[src/design/spu_params.svh]
// Register indices, field positions, reset values and bit-timing counts of the serial port.
`ifndef SPU_PARAMS_SVH
`define SPU_PARAMS_SVH
`define SPU_IDX_POWER_AND_SERIAL_OPTIONS 8'h87
`define SPU_IDX_SERIAL_PORT_CONTROL 8'h98
`define SPU_IDX_DATA 8'h99
`define SPU_IDX_ADDR 8'ha9
`define SPU_IDX_ADMASK 8'hb9
`define SPU_IDX_CLKSEL 8'hc8
`define SPU_IDX_IRQ_ST 8'hf0
`define SPU_IDX_IRQ_MASK 8'hf1
`define SPU_POWER_AND_SERIAL_OPTIONS_RST 8'h10
`define SPU_SERIAL_PORT_CONTROL_RST 8'h00
`define SPU_CLKSEL_RST 8'h00
`define SPU_POWER_AND_SERIAL_OPTIONS_DOUBLER 7
`define SPU_POWER_AND_SERIAL_OPTIONS_VIEW 6
`define SPU_SERIAL_PORT_CONTROL_SM0 7
`define SPU_SERIAL_PORT_CONTROL_SM1 6
`define SPU_SERIAL_PORT_CONTROL_SM2 5
`define SPU_SERIAL_PORT_CONTROL_REN 4
`define SPU_SERIAL_PORT_CONTROL_TB8 3
`define SPU_SERIAL_PORT_CONTROL_RB8 2
`define SPU_SERIAL_PORT_CONTROL_TI 1
`define SPU_SERIAL_PORT_CONTROL_RI 0
`define SPU_CLKSEL_SIX 0
`define SPU_CLKSEL_TX 4
`define SPU_CLKSEL_RX 5
`define SPU_IRQ_RX 0
`define SPU_IRQ_TX 1
`define SPU_IRQ_FE 2
`define SPU_FIX_DIV 3'd4
`define SPU_OVS_LAST 4'd15
`define SPU_OVS_MID 4'd7
`define SPU_M0_LAST_12 4'd11
`define SPU_M0_LAST_6 4'd5
`define SPU_M0_HALF_12 4'd6
`define SPU_M0_HALF_6 4'd3
`endif

[src/design/spu_pkg.sv]
// Types shared by the serial port and its bench.
package spu_pkg;
  typedef enum logic [1:0] {
    SPU_MODE_SHIFT = 2'b00,
    SPU_MODE_UART8 = 2'b01,
    SPU_MODE_FIXED9 = 2'b10,
    SPU_MODE_VAR9 = 2'b11
  } spu_mode_type;
  typedef enum logic [2:0] {
    SPU_IDLE = 3'b000,
    SPU_START = 3'b001,
    SPU_DATA = 3'b010,
    SPU_NINTH = 3'b011,
    SPU_STOP = 3'b100
  } spu_state_type;
  typedef struct packed {
    logic cyc;
    logic stb;
    logic we;
    logic [31:0] adr;
    logic [3:0] sel;
    logic [31:0] dat;
  } spu_wb_req_type;
  typedef struct packed {
    logic ack;
    logic [31:0] dat;
  } spu_wb_rsp_type;
endpackage : spu_pkg

[src/design/spu_uart.sv]
// Serial port with four modes, address filtering, Wishbone registers and one interrupt.
// Summary of operation
// Two mode bits pick shift, 8-bit variable, 9-bit fixed or 9-bit variable.
// Shift mode bit rate is clock over 6 or over 12.
// Fixed 9-bit rate is clock over 32/16 or over 64/32.
// Control bit 7 maps mode bit or framing error by view select.
// Invalid stop bit sets framing error until software clears it.
// 9-bit filtering: receive done only for ninth bit one and address hit.
// 8-bit filtering: receive done only with a valid stop bit.
// Software keeps address filtering off in shift mode.
// Reception happens only while receive enable is one.
// 9-bit modes send the written ninth bit as ninth data bit.
// Received ninth field holds ninth bit, or stop bit in unfiltered 8-bit mode.
// Transmit done at end of eighth bit in shift mode, else at stop start.
// Receive done at end of eighth bit in shift mode, else mid stop.
// Receiver uses second timer overflow when its select bit is set.
// Transmitter uses second timer overflow when its select bit is set.
// Doubler picks faster fixed rate and doubles first timer rate.
`include "spu_params.svh"
module spu_uart (
  // Clock and reset
  input wire logic core_clk,
  input wire logic nrst,
  // Register bus
  input wire spu_pkg::spu_wb_req_type wb_req,
  output spu_pkg::spu_wb_rsp_type wb_rsp,
  // Baud pulses from the timers
  input wire logic timer1_ovf,
  input wire logic timer2_ovf,
  // Line pins
  input wire logic rxd_in,
  output logic rxd_out,
  output logic rxd_oe,
  output logic txd_out,
  // Interrupt
  output logic irq
);
  import spu_pkg::*;

  logic [7:0] power_and_serial_options, clksel, addr, admask, rx_buf, irq_st, irq_mask;
  logic mode_select_hi, mode_select_lo, address_filter_enable, rx_enable;
  logic tx_ninth_bit, rx_ninth_bit, tx_done_flag, rx_done_flag, framing_error_flag;
  logic [1:0] fix_cnt;
  logic t1_half, rxd_prev;
  spu_state_type tx_state, next_tx_state, rx_state, next_rx_state;
  logic [3:0] tx_phase, rx_phase, rx_cnt;
  logic [2:0] tx_cnt;
  logic [7:0] tx_shift, rx_shift;
  logic tx_nine, rx_nine, tx_ninth_hold;

  // Bus decode; a write lands on the edge at which the master sees ack.
  wire acc = wb_req.cyc & wb_req.stb & ~wb_rsp.ack;
  wire wr = wb_req.cyc & wb_req.stb & wb_rsp.ack & wb_req.we & wb_req.sel[0];
  wire [7:0] wd = wb_req.dat[7:0];
  wire in_map = wb_req.adr[31:10] == 22'h0 && wb_req.adr[1:0] == 2'b00;
  wire [7:0] idx = wb_req.adr[9:2];
  wire hit_power_and_serial_options = in_map && idx == `SPU_IDX_POWER_AND_SERIAL_OPTIONS;
  wire hit_serial_port_control = in_map && idx == `SPU_IDX_SERIAL_PORT_CONTROL;
  wire hit_data = in_map && idx == `SPU_IDX_DATA;
  wire hit_addr = in_map && idx == `SPU_IDX_ADDR;
  wire hit_admask = in_map && idx == `SPU_IDX_ADMASK;
  wire hit_clksel = in_map && idx == `SPU_IDX_CLKSEL;
  wire hit_st = in_map && idx == `SPU_IDX_IRQ_ST;
  wire hit_mask = in_map && idx == `SPU_IDX_IRQ_MASK;
  wire wr_serial_port_control = wr && hit_serial_port_control;

  wire baud_doubler = power_and_serial_options[`SPU_POWER_AND_SERIAL_OPTIONS_DOUBLER];
  wire framing_view_select = power_and_serial_options[`SPU_POWER_AND_SERIAL_OPTIONS_VIEW];
  wire six_clock_mode = clksel[`SPU_CLKSEL_SIX];
  wire tx_clock_source_select = clksel[`SPU_CLKSEL_TX];
  wire rx_clock_source_select = clksel[`SPU_CLKSEL_RX];
  wire spu_mode_type mode = spu_mode_type'({mode_select_hi, mode_select_lo});
  wire mode0 = mode == SPU_MODE_SHIFT;
  wire nine = mode[1];

  // Sixteen ticks make one bit outside shift mode.
  wire [1:0] fix_sh = {1'b0, baud_doubler} + {1'b0, six_clock_mode};
  wire [2:0] fix_div = 3'(`SPU_FIX_DIV >> fix_sh);
  wire fix_tick = fix_cnt == 2'(fix_div - 3'd1);
  wire t1_tick = timer1_ovf & (baud_doubler | t1_half);
  wire tx_tick = mode == SPU_MODE_FIXED9 ? fix_tick :
                 (tx_clock_source_select ? timer2_ovf : t1_tick);
  wire rx_tick = mode == SPU_MODE_FIXED9 ? fix_tick :
                 (rx_clock_source_select ? timer2_ovf : t1_tick);
  wire [3:0] m0_last = six_clock_mode ? `SPU_M0_LAST_6 : `SPU_M0_LAST_12;
  wire [3:0] m0_half = six_clock_mode ? `SPU_M0_HALF_6 : `SPU_M0_HALF_12;
  wire [3:0] bit_last = mode0 ? m0_last : `SPU_OVS_LAST;

  // Transmitter timing and sequencing.
  wire tx_adv = tx_state != SPU_IDLE && (mode0 | tx_tick);
  wire tx_bit_end = tx_adv && tx_phase == bit_last;
  wire tx_go = wr && hit_data && tx_state == SPU_IDLE;
  wire tx_last_data = tx_state == SPU_DATA && tx_cnt == 3'd7;
  wire ti_set = tx_bit_end && (mode0 ? tx_last_data :
                (tx_last_data && !tx_nine) || tx_state == SPU_NINTH);
  always_comb begin
    next_tx_state = tx_state;
    if (tx_go) begin
      next_tx_state = mode0 ? SPU_DATA : SPU_START;
    end else if (tx_bit_end) begin
      case (tx_state)
        SPU_START: next_tx_state = SPU_DATA;
        SPU_DATA: begin
          if (tx_cnt == 3'd7) begin
            next_tx_state = mode0 ? SPU_IDLE : (tx_nine ? SPU_NINTH : SPU_STOP);
          end
        end
        SPU_NINTH: next_tx_state = SPU_STOP;
        default: next_tx_state = SPU_IDLE;
      endcase
    end
  end
  wire line_bit = tx_state == SPU_START ? 1'b0 :
                  tx_state == SPU_DATA ? tx_shift[0] :
                  tx_state == SPU_NINTH ? tx_ninth_hold : 1'b1;

  // Receiver timing and sequencing.
  wire rx_adv = rx_state != SPU_IDLE && (mode0 | rx_tick);
  wire rx_bit_end = rx_adv && rx_phase == bit_last;
  wire rx_mid = rx_adv && rx_phase == `SPU_OVS_MID;
  wire rx_sample = mode0 ? rx_bit_end : rx_mid;
  wire rx_go = rx_enable && rx_state == SPU_IDLE &&
               (mode0 ? !rx_done_flag : (rxd_prev && !rxd_in));
  wire rx_eval = !mode0 && rx_state == SPU_STOP && rx_mid;
  wire m0_done = mode0 && rx_state == SPU_DATA && rx_sample && rx_cnt == 4'd7;
  wire [7:0] bcast = addr | admask;
  wire addr_hit = ((rx_shift ^ addr) & admask) == 8'h00 ||
                  ((rx_shift ^ bcast) & bcast) == 8'h00;
  // Filtering must stay off in shift mode, so it is not looked at there.
  wire rx_accept = !rx_done_flag && (mode == SPU_MODE_UART8 ?
                   (!address_filter_enable || rxd_in) :
                   (!address_filter_enable || (rx_nine && addr_hit)));
  wire ri_set = m0_done || (rx_eval && rx_accept);
  wire fe_set = rx_eval && !rxd_in;
  always_comb begin
    next_rx_state = rx_state;
    if (!rx_enable) begin
      next_rx_state = SPU_IDLE;
    end else if (rx_go) begin
      next_rx_state = mode0 ? SPU_DATA : SPU_START;
    end else begin
      case (rx_state)
        SPU_START: begin
          if (rx_mid && rxd_in) begin
            next_rx_state = SPU_IDLE;
          end else if (rx_bit_end) begin
            next_rx_state = SPU_DATA;
          end
        end
        SPU_DATA: begin
          if (m0_done) begin
            next_rx_state = SPU_IDLE;
          end else if (rx_bit_end && rx_cnt == 4'd8) begin
            next_rx_state = nine ? SPU_NINTH : SPU_STOP;
          end
        end
        SPU_NINTH: next_rx_state = rx_bit_end ? SPU_STOP : SPU_NINTH;
        SPU_STOP: next_rx_state = rx_mid ? SPU_IDLE : SPU_STOP;
        default: next_rx_state = SPU_IDLE;
      endcase
    end
  end

  // Register read view; bit 7 of control follows the view select.
  wire bit7 = framing_view_select ? framing_error_flag : mode_select_hi;
  wire [7:0] serial_port_control_rd = {bit7, mode_select_lo, address_filter_enable, rx_enable,
                        tx_ninth_bit, rx_ninth_bit, tx_done_flag, rx_done_flag};
  wire [7:0] rd = hit_power_and_serial_options ? power_and_serial_options : hit_serial_port_control ? serial_port_control_rd : hit_data ? rx_buf :
                  hit_addr ? addr : hit_admask ? admask : hit_clksel ? clksel :
                  hit_st ? irq_st : hit_mask ? irq_mask : 8'h00;
  wire [2:0] ev = {fe_set, ti_set, ri_set};
  wire [7:0] st_clr = (wr && hit_st) ? wd : 8'h00;
  // Hardware sets win over a software write in the same cycle.
  wire next_ti = ti_set | (wr_serial_port_control ? wd[`SPU_SERIAL_PORT_CONTROL_TI] : tx_done_flag);
  wire next_ri = ri_set | (wr_serial_port_control ? wd[`SPU_SERIAL_PORT_CONTROL_RI] : rx_done_flag);
  wire next_fe = fe_set | ((wr_serial_port_control && framing_view_select) ?
                 wd[`SPU_SERIAL_PORT_CONTROL_SM0] : framing_error_flag);
  wire rb8_load = ri_set && !mode0;
  wire next_rb8 = rb8_load ? (mode == SPU_MODE_UART8 ? rxd_in : rx_nine) :
                  (wr_serial_port_control ? wd[`SPU_SERIAL_PORT_CONTROL_RB8] : rx_ninth_bit);

  always_ff @(posedge core_clk) begin
    if (!nrst) begin
      wb_rsp <= '0;
    end else begin
      wb_rsp.ack <= acc;
      wb_rsp.dat <= acc ? {24'h0, rd} : 32'h0;
    end
  end

  always_ff @(posedge core_clk) begin
    if (!nrst) begin
      power_and_serial_options <= `SPU_POWER_AND_SERIAL_OPTIONS_RST;
      clksel <= `SPU_CLKSEL_RST;
      addr <= 8'h00;
      admask <= 8'h00;
      irq_mask <= 8'h00;
      {mode_select_hi, mode_select_lo, address_filter_enable, rx_enable,
       tx_ninth_bit} <= 5'(`SPU_SERIAL_PORT_CONTROL_RST >> 3);
    end else begin
      if (wr && hit_power_and_serial_options) power_and_serial_options <= wd;
      if (wr && hit_clksel) clksel <= wd;
      if (wr && hit_addr) addr <= wd;
      if (wr && hit_admask) admask <= wd;
      if (wr && hit_mask) irq_mask <= wd;
      if (wr_serial_port_control) begin
        if (!framing_view_select) mode_select_hi <= wd[`SPU_SERIAL_PORT_CONTROL_SM0];
        mode_select_lo <= wd[`SPU_SERIAL_PORT_CONTROL_SM1];
        address_filter_enable <= wd[`SPU_SERIAL_PORT_CONTROL_SM2];
        rx_enable <= wd[`SPU_SERIAL_PORT_CONTROL_REN];
        tx_ninth_bit <= wd[`SPU_SERIAL_PORT_CONTROL_TB8];
      end
    end
  end

  always_ff @(posedge core_clk) begin
    if (!nrst) begin
      tx_done_flag <= 1'b0;
      rx_done_flag <= 1'b0;
      framing_error_flag <= 1'b0;
      rx_ninth_bit <= 1'b0;
      irq_st <= 8'h00;
      irq <= 1'b0;
      fix_cnt <= 2'd0;
      t1_half <= 1'b0;
      rxd_prev <= 1'b1;
    end else begin
      tx_done_flag <= next_ti;
      rx_done_flag <= next_ri;
      framing_error_flag <= next_fe;
      rx_ninth_bit <= next_rb8;
      irq_st <= {5'h00, ev | (irq_st[2:0] & ~st_clr[2:0])};
      irq <= |({5'h00, ev | (irq_st[2:0] & ~st_clr[2:0])} & irq_mask);
      fix_cnt <= fix_tick ? 2'd0 : fix_cnt + 2'd1;
      if (timer1_ovf) t1_half <= ~t1_half;
      rxd_prev <= rxd_in;
    end
  end

  // Transmit datapath; in shift mode the data leaves on the receive pin.
  always_ff @(posedge core_clk) begin
    if (!nrst) begin
      tx_state <= SPU_IDLE;
      tx_phase <= 4'd0;
      tx_cnt <= 3'd0;
      tx_shift <= 8'h00;
      tx_nine <= 1'b0;
      tx_ninth_hold <= 1'b0;
      txd_out <= 1'b1;
      rxd_out <= 1'b1;
      rxd_oe <= 1'b0;
    end else begin
      tx_state <= next_tx_state;
      if (tx_go) begin
        tx_phase <= 4'd0;
        tx_cnt <= 3'd0;
        tx_shift <= wd;
        tx_nine <= nine;
        // Latched so a control write during the frame cannot change the ninth bit.
        tx_ninth_hold <= tx_ninth_bit;
      end else if (tx_adv) begin
        tx_phase <= tx_bit_end ? 4'd0 : tx_phase + 4'd1;
        if (tx_bit_end && tx_state == SPU_DATA) begin
          tx_shift <= {1'b1, tx_shift[7:1]};
          tx_cnt <= tx_cnt + 3'd1;
        end
      end
      rxd_oe <= mode0 && next_tx_state != SPU_IDLE;
      rxd_out <= mode0 ? line_bit : 1'b1;
      if (!mode0) begin
        txd_out <= line_bit;
      end else if (tx_state != SPU_IDLE) begin
        txd_out <= tx_phase >= m0_half;
      end else begin
        txd_out <= rx_state == SPU_IDLE || rx_phase >= m0_half;
      end
    end
  end

  // Receive datapath.
  always_ff @(posedge core_clk) begin
    if (!nrst) begin
      rx_state <= SPU_IDLE;
      rx_phase <= 4'd0;
      rx_cnt <= 4'd0;
      rx_shift <= 8'h00;
      rx_nine <= 1'b0;
      rx_buf <= 8'h00;
    end else begin
      rx_state <= next_rx_state;
      if (rx_go) begin
        rx_phase <= 4'd0;
        rx_cnt <= 4'd0;
      end else if (rx_adv) begin
        rx_phase <= rx_bit_end ? 4'd0 : rx_phase + 4'd1;
        if (rx_sample && rx_state == SPU_DATA) begin
          rx_shift <= {rxd_in, rx_shift[7:1]};
          rx_cnt <= rx_cnt + 4'd1;
        end
        if (rx_sample && rx_state == SPU_NINTH) rx_nine <= rxd_in;
      end
      if (m0_done) rx_buf <= {rxd_in, rx_shift[7:1]};
      else if (ri_set) rx_buf <= rx_shift;
    end
  end
endmodule : spu_uart

[config.mk]
export PLATFORM = sky130hd
export DESIGN_NAME = spu_uart
export DESIGN_NICKNAME = d
export VERILOG_FILES = /design/src/design/spu_pkg.sv /design/src/design/spu_uart.sv
export VERILOG_INCLUDE_DIRS = /design/src /design/src/design
export SDC_FILE = /design/constraint.sdc
export NUM_CORES = 1
export LEC_CHECK = 0
export ABC_CLOCK_PERIOD_IN_PS = 3200
export BUFFER_PORTS_ARGS = -buffer_cell sky130_fd_sc_hd__buf_2
export CAP_MARGIN = 20
export CORE_MARGIN = 5
export CORE_UTILIZATION = 56
export DETAILED_ROUTE_END_ITERATION = 12
export PLACE_DENSITY = 0.85
export SYNTH_ARGS = -nofsm -noshare
export SYNTH_HDL_FRONTEND = slang
export SYNTH_SLANG_ARGS = --single-unit
[constraint.sdc]
create_clock -name core_clk -period 3.2 [get_ports core_clk]
set_clock_uncertainty 0.1 [all_clocks]
set_input_delay 0.48 -clock core_clk [delete_from_list [all_inputs] [get_ports core_clk]]
set_output_delay 0.48 -clock core_clk [all_outputs]
set_load 0.02 [all_outputs]
==> summary.txt, run 1 <==
commonest non-fill, non-tap cells in the layout -> 117 x dfxtp_1, 91 x nor2_1, 72 x mux2i_1
Worst Setup Start Kind -> register
Area growth syn-to-layout -> 16.1%
critical path class -> reg2reg
drt initial violations -> 550
most common cell after layout, fill and taps aside -> dfxtp_1
worst r2r src -> mode_select_lo$_SDFFE_PN0P_
cts bufs inserted -> 17
CP max stage delay -> 420 ps
ys flop type -> dfxtp_1
final hold violations -> 0
Reg2Reg Depth -> 7
Clock Latency Late Sink -> 520 ps
H-tree depth -> 4
Slew HR -> 49.9%
layout net count -> 834
Hold Path End -> t1_half$_SDFFE_PN0P_
starting density of the core -> 57.9%
DRT Pass-1 Iters -> 5
kind of end point of the critical path -> register
maxcap violations -> 0
Power Density -> 522 nW/µm²
Final Slew Violations -> 0
worst-path cell chain -> or2_1 > or3_1 > o32a_1 > nor3_4 > and3b_4 > mux2i_1 > a21oi_1
die area -> 12900 µm²
Clock Tree Buf Depth -> 2
Clk pin slew, worst setup/hold paths -> 50 ps
PostCTS Resize Cnt -> 0
RSZ-0062 raised after global routing -> false
status -> completed
Routed WL per cell -> 19.0 µm
clk root buf -> clkbuf_8
Mapped Avg Cell Area -> 8.76 µm²
vias in the first global route -> 5426
Place WS -> 262 ps
measured slew at the worst slew-check pin -> 746 ps
largest family of logic cells by synthesized area -> simple AND/OR/NAND/NOR gates
drt via density -> 6.18
IO Port Bufs -> 61
pin count of the biggest net entering global routing -> 37
FP Rows -> 37
Post-Syn Area -> 6000 µm²
setup_tns -> 0 ps
# diodes -> 0
fmax -> 367 MHz
initial antenna violation count -> 0
Tightest Hold Check Type -> in2reg
GRT Total Usage -> 26.3%
post-route ant nets -> 0
post-DP HPWL -> 11500 µm
CP Max Fanout -> 11
critical path arrival -> 3000 ps
Synth Area in Simple Gates -> 20.3%
Netlist cell types -> 68
worst r2r dst -> tx_shift[5]$_SDFFE_PN0P_
sequential share of the synthesized area -> 39.0%
Worst Hold Path Cells -> 3
Clock Sinks -> 117
hold path startpoint -> timer1_ovf
Post-synth ARST share -> 0%
Adder-Cell Fraction of Synth Area -> 2.09%
Worst EP required -> 3480 ps
total setup buffers inserted after CTS -> 0
post-synthesis mux area share -> 14.1%
IO Pins -> 113
Yosys Warn Count -> 0
R2R Setup Slk -> 480 ps
first-pass GRT wire length -> 27300 µm
post-layout min period -> 2720 ps
total grt overflow -> 0
Synth Instances -> 685
FF+latch count, synth -> 117
post-synthesis xor/xnor area fraction -> 2.77%
die height -> 114 µm
Compound-Gate Fraction of Synth Area -> 15.4%
layout cell share with drive strength beyond 1 -> 17.4%
core region area -> 10400 µm²
residual DRC count -> 0
slowest CP cell -> dfxtp_1
hold_buf cts -> 0
EDFF count, synth -> 0
Setup violations, final -> 0
Worst IR Drop VDD -> 0.477 mV
Routed Wire Length -> 17100 µm
Pleak -> 2.78 nW
CTS tree -> built
period utilization -> 85.1%
final RePlAce weighted congestion -> 0.879
Vias -> 5539
Die Wd -> 114 µm
Final WS setup -> 475 ps
[flip-flops by register name (all words and copies together) (netlist names), 2 cells and up]
name	count
addr	8
admask	8
clksel	8
fix_cnt	2
irq_mask	8
irq_st	3
power_and_serial_options	8
rx_buf	8
rx_cnt	4
rx_phase	4
rx_shift	8
rx_state	3
tx_cnt	3
tx_phase	4
tx_shift	8
tx_state	3
wb_rsp	9
[kinds of logic after synthesis]
kind of cell,Yosys count
buffers and inverters,67
AND/OR/NAND/NOR,244
multiplexers,83
AO/OA/AOI/OAI,144
adder cells (fa/ha/maj),10
other,1
flip-flops,117
XOR/XNOR,19
[routing by layer]
metal | global-route usage, % | wire [µm] | vias up
li1 | - | - | 2557
met1 | 31.0 | 6380 | 2612
met2 | 44.7 | 8460 | 289
met3 | 6.79 | 1500 | 81
met4 | 12.2 | 731 | 0
met5 | 0 | 0 | -
[area by class of cell]
type                       count  area [µm²]
fill                         785        3410
multi-input combinational    524        3370
sequential                   117        2340
clock buffer                  22         463
timing repair buffer          77         425
tap                          136         170
clock inverter                 9         150
inverter                      11        41.3
[synth_stat cells, drive strengths merged (8+ instances only)]
library cell    n  share of area, %
nor4           12               1.6
ha             10               2.1
nor2           92               5.8
mux2i          72                12
dfxtp         117                39
nand2          52               3.3
mux2           11               2.1
nand4           8              0.94
a22oi          10               1.3
a21oi          51               4.3
nand3          25               2.1
buf            35               4.3
clkbuf         21               1.3
o21ai          32               2.7
inv            11              0.69
nor3           11               1.3
xor2           12               1.8
[worst max-delay path by stage]
| stage | cells after the start | end | start | slack, ps |
|---|---|---|---|---|
| global placement | 7 | tx_shift[1]$_SDFFE_PN0P_ | wb_req[59] | 540 |
| finish | 7 | tx_shift[5]$_SDFFE_PN0P_ | mode_select_lo$_SDFFE_PN0P_ | 480 |
| floorplan | 8 | wb_rsp[3]$_SDFF_PN0_ | wb_req[58] | 760 |
| CTS | 7 | tx_shift[5]$_SDFFE_PN0P_ | mode_select_lo$_SDFFE_PN0P_ | 530 |
| global route | 7 | tx_shift[5]$_SDFFE_PN0P_ | power_and_serial_options[7]$_SDFFE_PN0P_ | 390 |
| detailed placement | 7 | tx_shift[0]$_SDFFE_PN0P_ | wb_req[47] | 260 |
[per-stage QoR]
| step | hold WS [ps] | instance area [µm²] | util, % | std cells | power [mW] |
|---|---|---|---|---|---|
| floorplan | 332 | 6090 | - | 708 | 1.63 |
| global placement | 340 | 6350 | 61.2 | 865 | 1.67 |
| detailed placement | 352 | 6350 | 61.2 | 865 | 1.68 |
| CTS | 155 | 6960 | 67.1 | 896 | 3.62 |
| global route | 168 | 6960 | 67.1 | 896 | 3.73 |
| finish | 157 | 6960 | 67.1 | 896 | 3.64 |
[critical path: cells and delay by family, from the launching register on]
| kind | cells | cell delay [ps] |
|---|---|---|
| and+or+nand+nor | 4 | 1350 |
| AOI/OAI and AO/OA | 2 | 460 |
| DFF | 1 | 420 |
| muxes | 1 | 240 |
[power by group]
| group | internal, mW | switching, mW | leakage, nW |
|---|---|---|---|
| Sequential | 1.47 | 0.00928 | 0.944 |
| Clock | 1.32 | 0.666 | 0.297 |
| Combinational | 0.0538 | 0.123 | 1.54 |
No activity file was read; power rests on OpenSTA's default activity.
==> inputs of run 2 (changes only) <==
--- a/config.mk
+++ b/config.mk
@@ -6,7 +6,7 @@
 export SDC_FILE = /design/constraint.sdc
 export NUM_CORES = 1
 export LEC_CHECK = 0
-export ABC_CLOCK_PERIOD_IN_PS = 3200
+export ABC_CLOCK_PERIOD_IN_PS = 2540
 export BUFFER_PORTS_ARGS = -buffer_cell sky130_fd_sc_hd__buf_2
 export CAP_MARGIN = 20
 export CORE_MARGIN = 5
==> constraint.sdc (replaced) <==
create_clock -name core_clk -period 2.54 [get_ports core_clk]
set_clock_uncertainty 0.1 [all_clocks]
set_input_delay 0.381 -clock core_clk [delete_from_list [all_inputs] [get_ports core_clk]]
set_output_delay 0.381 -clock core_clk [all_outputs]
set_load 0.02 [all_outputs]
==> summary.txt, run 2 (synthesis results as in run 1) <==
Sw Share -> 21.8%
R2R Setup Slk -> 140 ps
IO Port Bufs -> 61
residual DRC count -> 0
Placed Instances -> 891
DRT Pass-1 Iters -> 9
Reg2Reg Depth -> 8
die height -> 114 µm
most common cell after layout, fill and taps aside -> dfxtp_1
post-DP HPWL -> 11400 µm
post-route insts no fill -> 923
Clock Tree Buf Depth -> 2
post-layout min period -> 2400 ps
die area -> 12900 µm²
Clock power frac -> 55.2%
maxcap violations -> 0
drt via density -> 6.05
FP Rows -> 37
layout net count -> 860
measured slew at the worst slew-check pin -> 629 ps
GRT Total Usage -> 25.8%
critical path arrival -> 2700 ps
Area growth syn-to-layout -> 20.0%
Hold Path End -> t1_half$_SDFFE_PN0P_
Power Density -> 646 nW/µm²
fmax -> 417 MHz
status -> completed
register area -> 2340 µm²
Setup violations, final -> 0
kind of end point of the critical path -> register
Worst Setup Start Kind -> register
multi-input logic area -> 3380 µm²
Clock Latency Late Sink -> 530 ps
final RePlAce weighted congestion -> 0.904
setup_tns -> 0 ps
pin count of the biggest net entering global routing -> 67
Worst Hold Path Cells -> 3
initial antenna violation count -> 0
Pleak -> 2.93 nW
period utilization -> 94.4%
total grt overflow -> 0
largest register by flop count -> wb_rsp
share of total power in sequential cells -> 40.0%
Slew HR -> 57.5%
total setup buffers inserted after CTS -> 0
H-tree depth -> 4
Clk pin slew, worst setup/hold paths -> 60 ps
drt initial violations -> 575
# diodes -> 0
hold path startpoint -> timer1_ovf
Routed Wire Length -> 16600 µm
Fillers -> 757
max reg flops -> 9
Tightest Hold Check Type -> in2reg
RSZ-0062 raised after global routing -> false
worst r2r dst -> rx_cnt[3]$_SDFFE_PP0P_
Die Wd -> 114 µm
Final Slew Violations -> 0
starting density of the core -> 57.9%
Vias -> 5587
IO Pins -> 113
core region area -> 10400 µm²
combinational share of power -> 4.8%
critical path class -> reg2reg
CP Max Fanout -> 13
Worst IR Drop VDD -> 0.773 mV
CTS tree -> built
Net Switching -> 1.02 mW
Finished Core Util -> 69.4%
worst r2r src -> rx_phase[1]$_SDFFE_PP0P_
commonest non-fill, non-tap cells in the layout -> 117 x dfxtp_1, 91 x nor2_1, 72 x mux2i_1
layout cell share with drive strength beyond 1 -> 20.3%
vias in the first global route -> 5482
cell-internal power -> 3.64 mW
cts bufs inserted -> 17
post-route ant nets -> 0
first-pass GRT wire length -> 26900 µm
Routed WL per cell -> 17.9 µm
Worst EP required -> 2850 ps
Clock Sinks -> 117
clk root buf -> clkbuf_8
final hold violations -> 0
run 2: worst max-delay path by stage:
stage                                   startpoint                                       end  slack (ps)  cells past startpoint
after global routing      rx_phase[1]$_SDFFE_PP0P_                    rx_cnt[3]$_SDFFE_PP0P_          10                      8
after CTS                 rx_phase[1]$_SDFFE_PP0P_                    rx_cnt[3]$_SDFFE_PP0P_         150                      8
final                     rx_phase[1]$_SDFFE_PP0P_                    rx_cnt[3]$_SDFFE_PP0P_         140                      8
after global placement                  wb_req[59]  power_and_serial_options[7]$_SDFFE_PN0P_         190                      9
after detailed placement                wb_req[65]                      wb_rsp[4]$_SDFF_PN0_         100                      9
after floorplan             clksel[0]$_SDFFE_PN0P_                  rx_shift[1]$_SDFFE_PN0P_         140                      8
run 2: worst max-delay path, stage by stage (launching register included):
cell and delay [ps]:
dfxtp_1 360, or4bb_1 580, a211oi_4 340, nor2_1 110, nor4_2 160, buf_4 270
nand4_1 130, xor2_1 150, nor2_1 60
run 2: power groups by stage:
stage | Clock, mW | Combinational (mW) | Sequential [mW]
global placement | 0 | 0.210 | 1.90
floorplan | 0 | 0.148 | 1.90
CTS | 2.59 | 0.219 | 1.86
detailed placement | 0 | 0.216 | 1.90
global route | 2.69 | 0.240 | 1.86
finish | 2.57 | 0.224 | 1.86
run 2: layer usage:
metal / GRT usage [%] / wire, µm / vias to the layer above
li1: - / - / 2597
met1: 32.1 / 6490 / 2631
met2: 42.7 / 8040 / 302
met3: 5.41 / 1430 / 57
met4: 12.3 / 595 / 0
met5: 0 / 0 / -
run 2: layout make-up:
class,instances,share of cell area [%]
inverter,11,0.573
tap,136,2.36
sequential,117,32.5
multi-input combinational,524,46.9
clock buffer,19,5.99
timing repair buffer,103,8.79
clock inverter,13,2.83
run 2: repair_timing:
action / 4_1_cts / 5_1_grt
endpoints found under the hold margin: 0 / 0
gates resized for setup: 0 / 1
endpoints found under the setup margin: 0 / 1
hold buffers: 0 / 0
run 2: per-stage QoR:
step | hold slack, ps | worst slack, ps | area (µm²) | total power [mW]
after floorplan | 332 | 139 | 6090 | 2.05
after global placement | 339 | 188 | 6560 | 2.11
after detailed placement | 347 | 97.2 | 6560 | 2.12
after CTS | 8.73 | 153 | 7190 | 4.67
after global routing | 49.6 | 11.6 | 7200 | 4.79
final | 17.9 | 143 | 7200 | 4.65
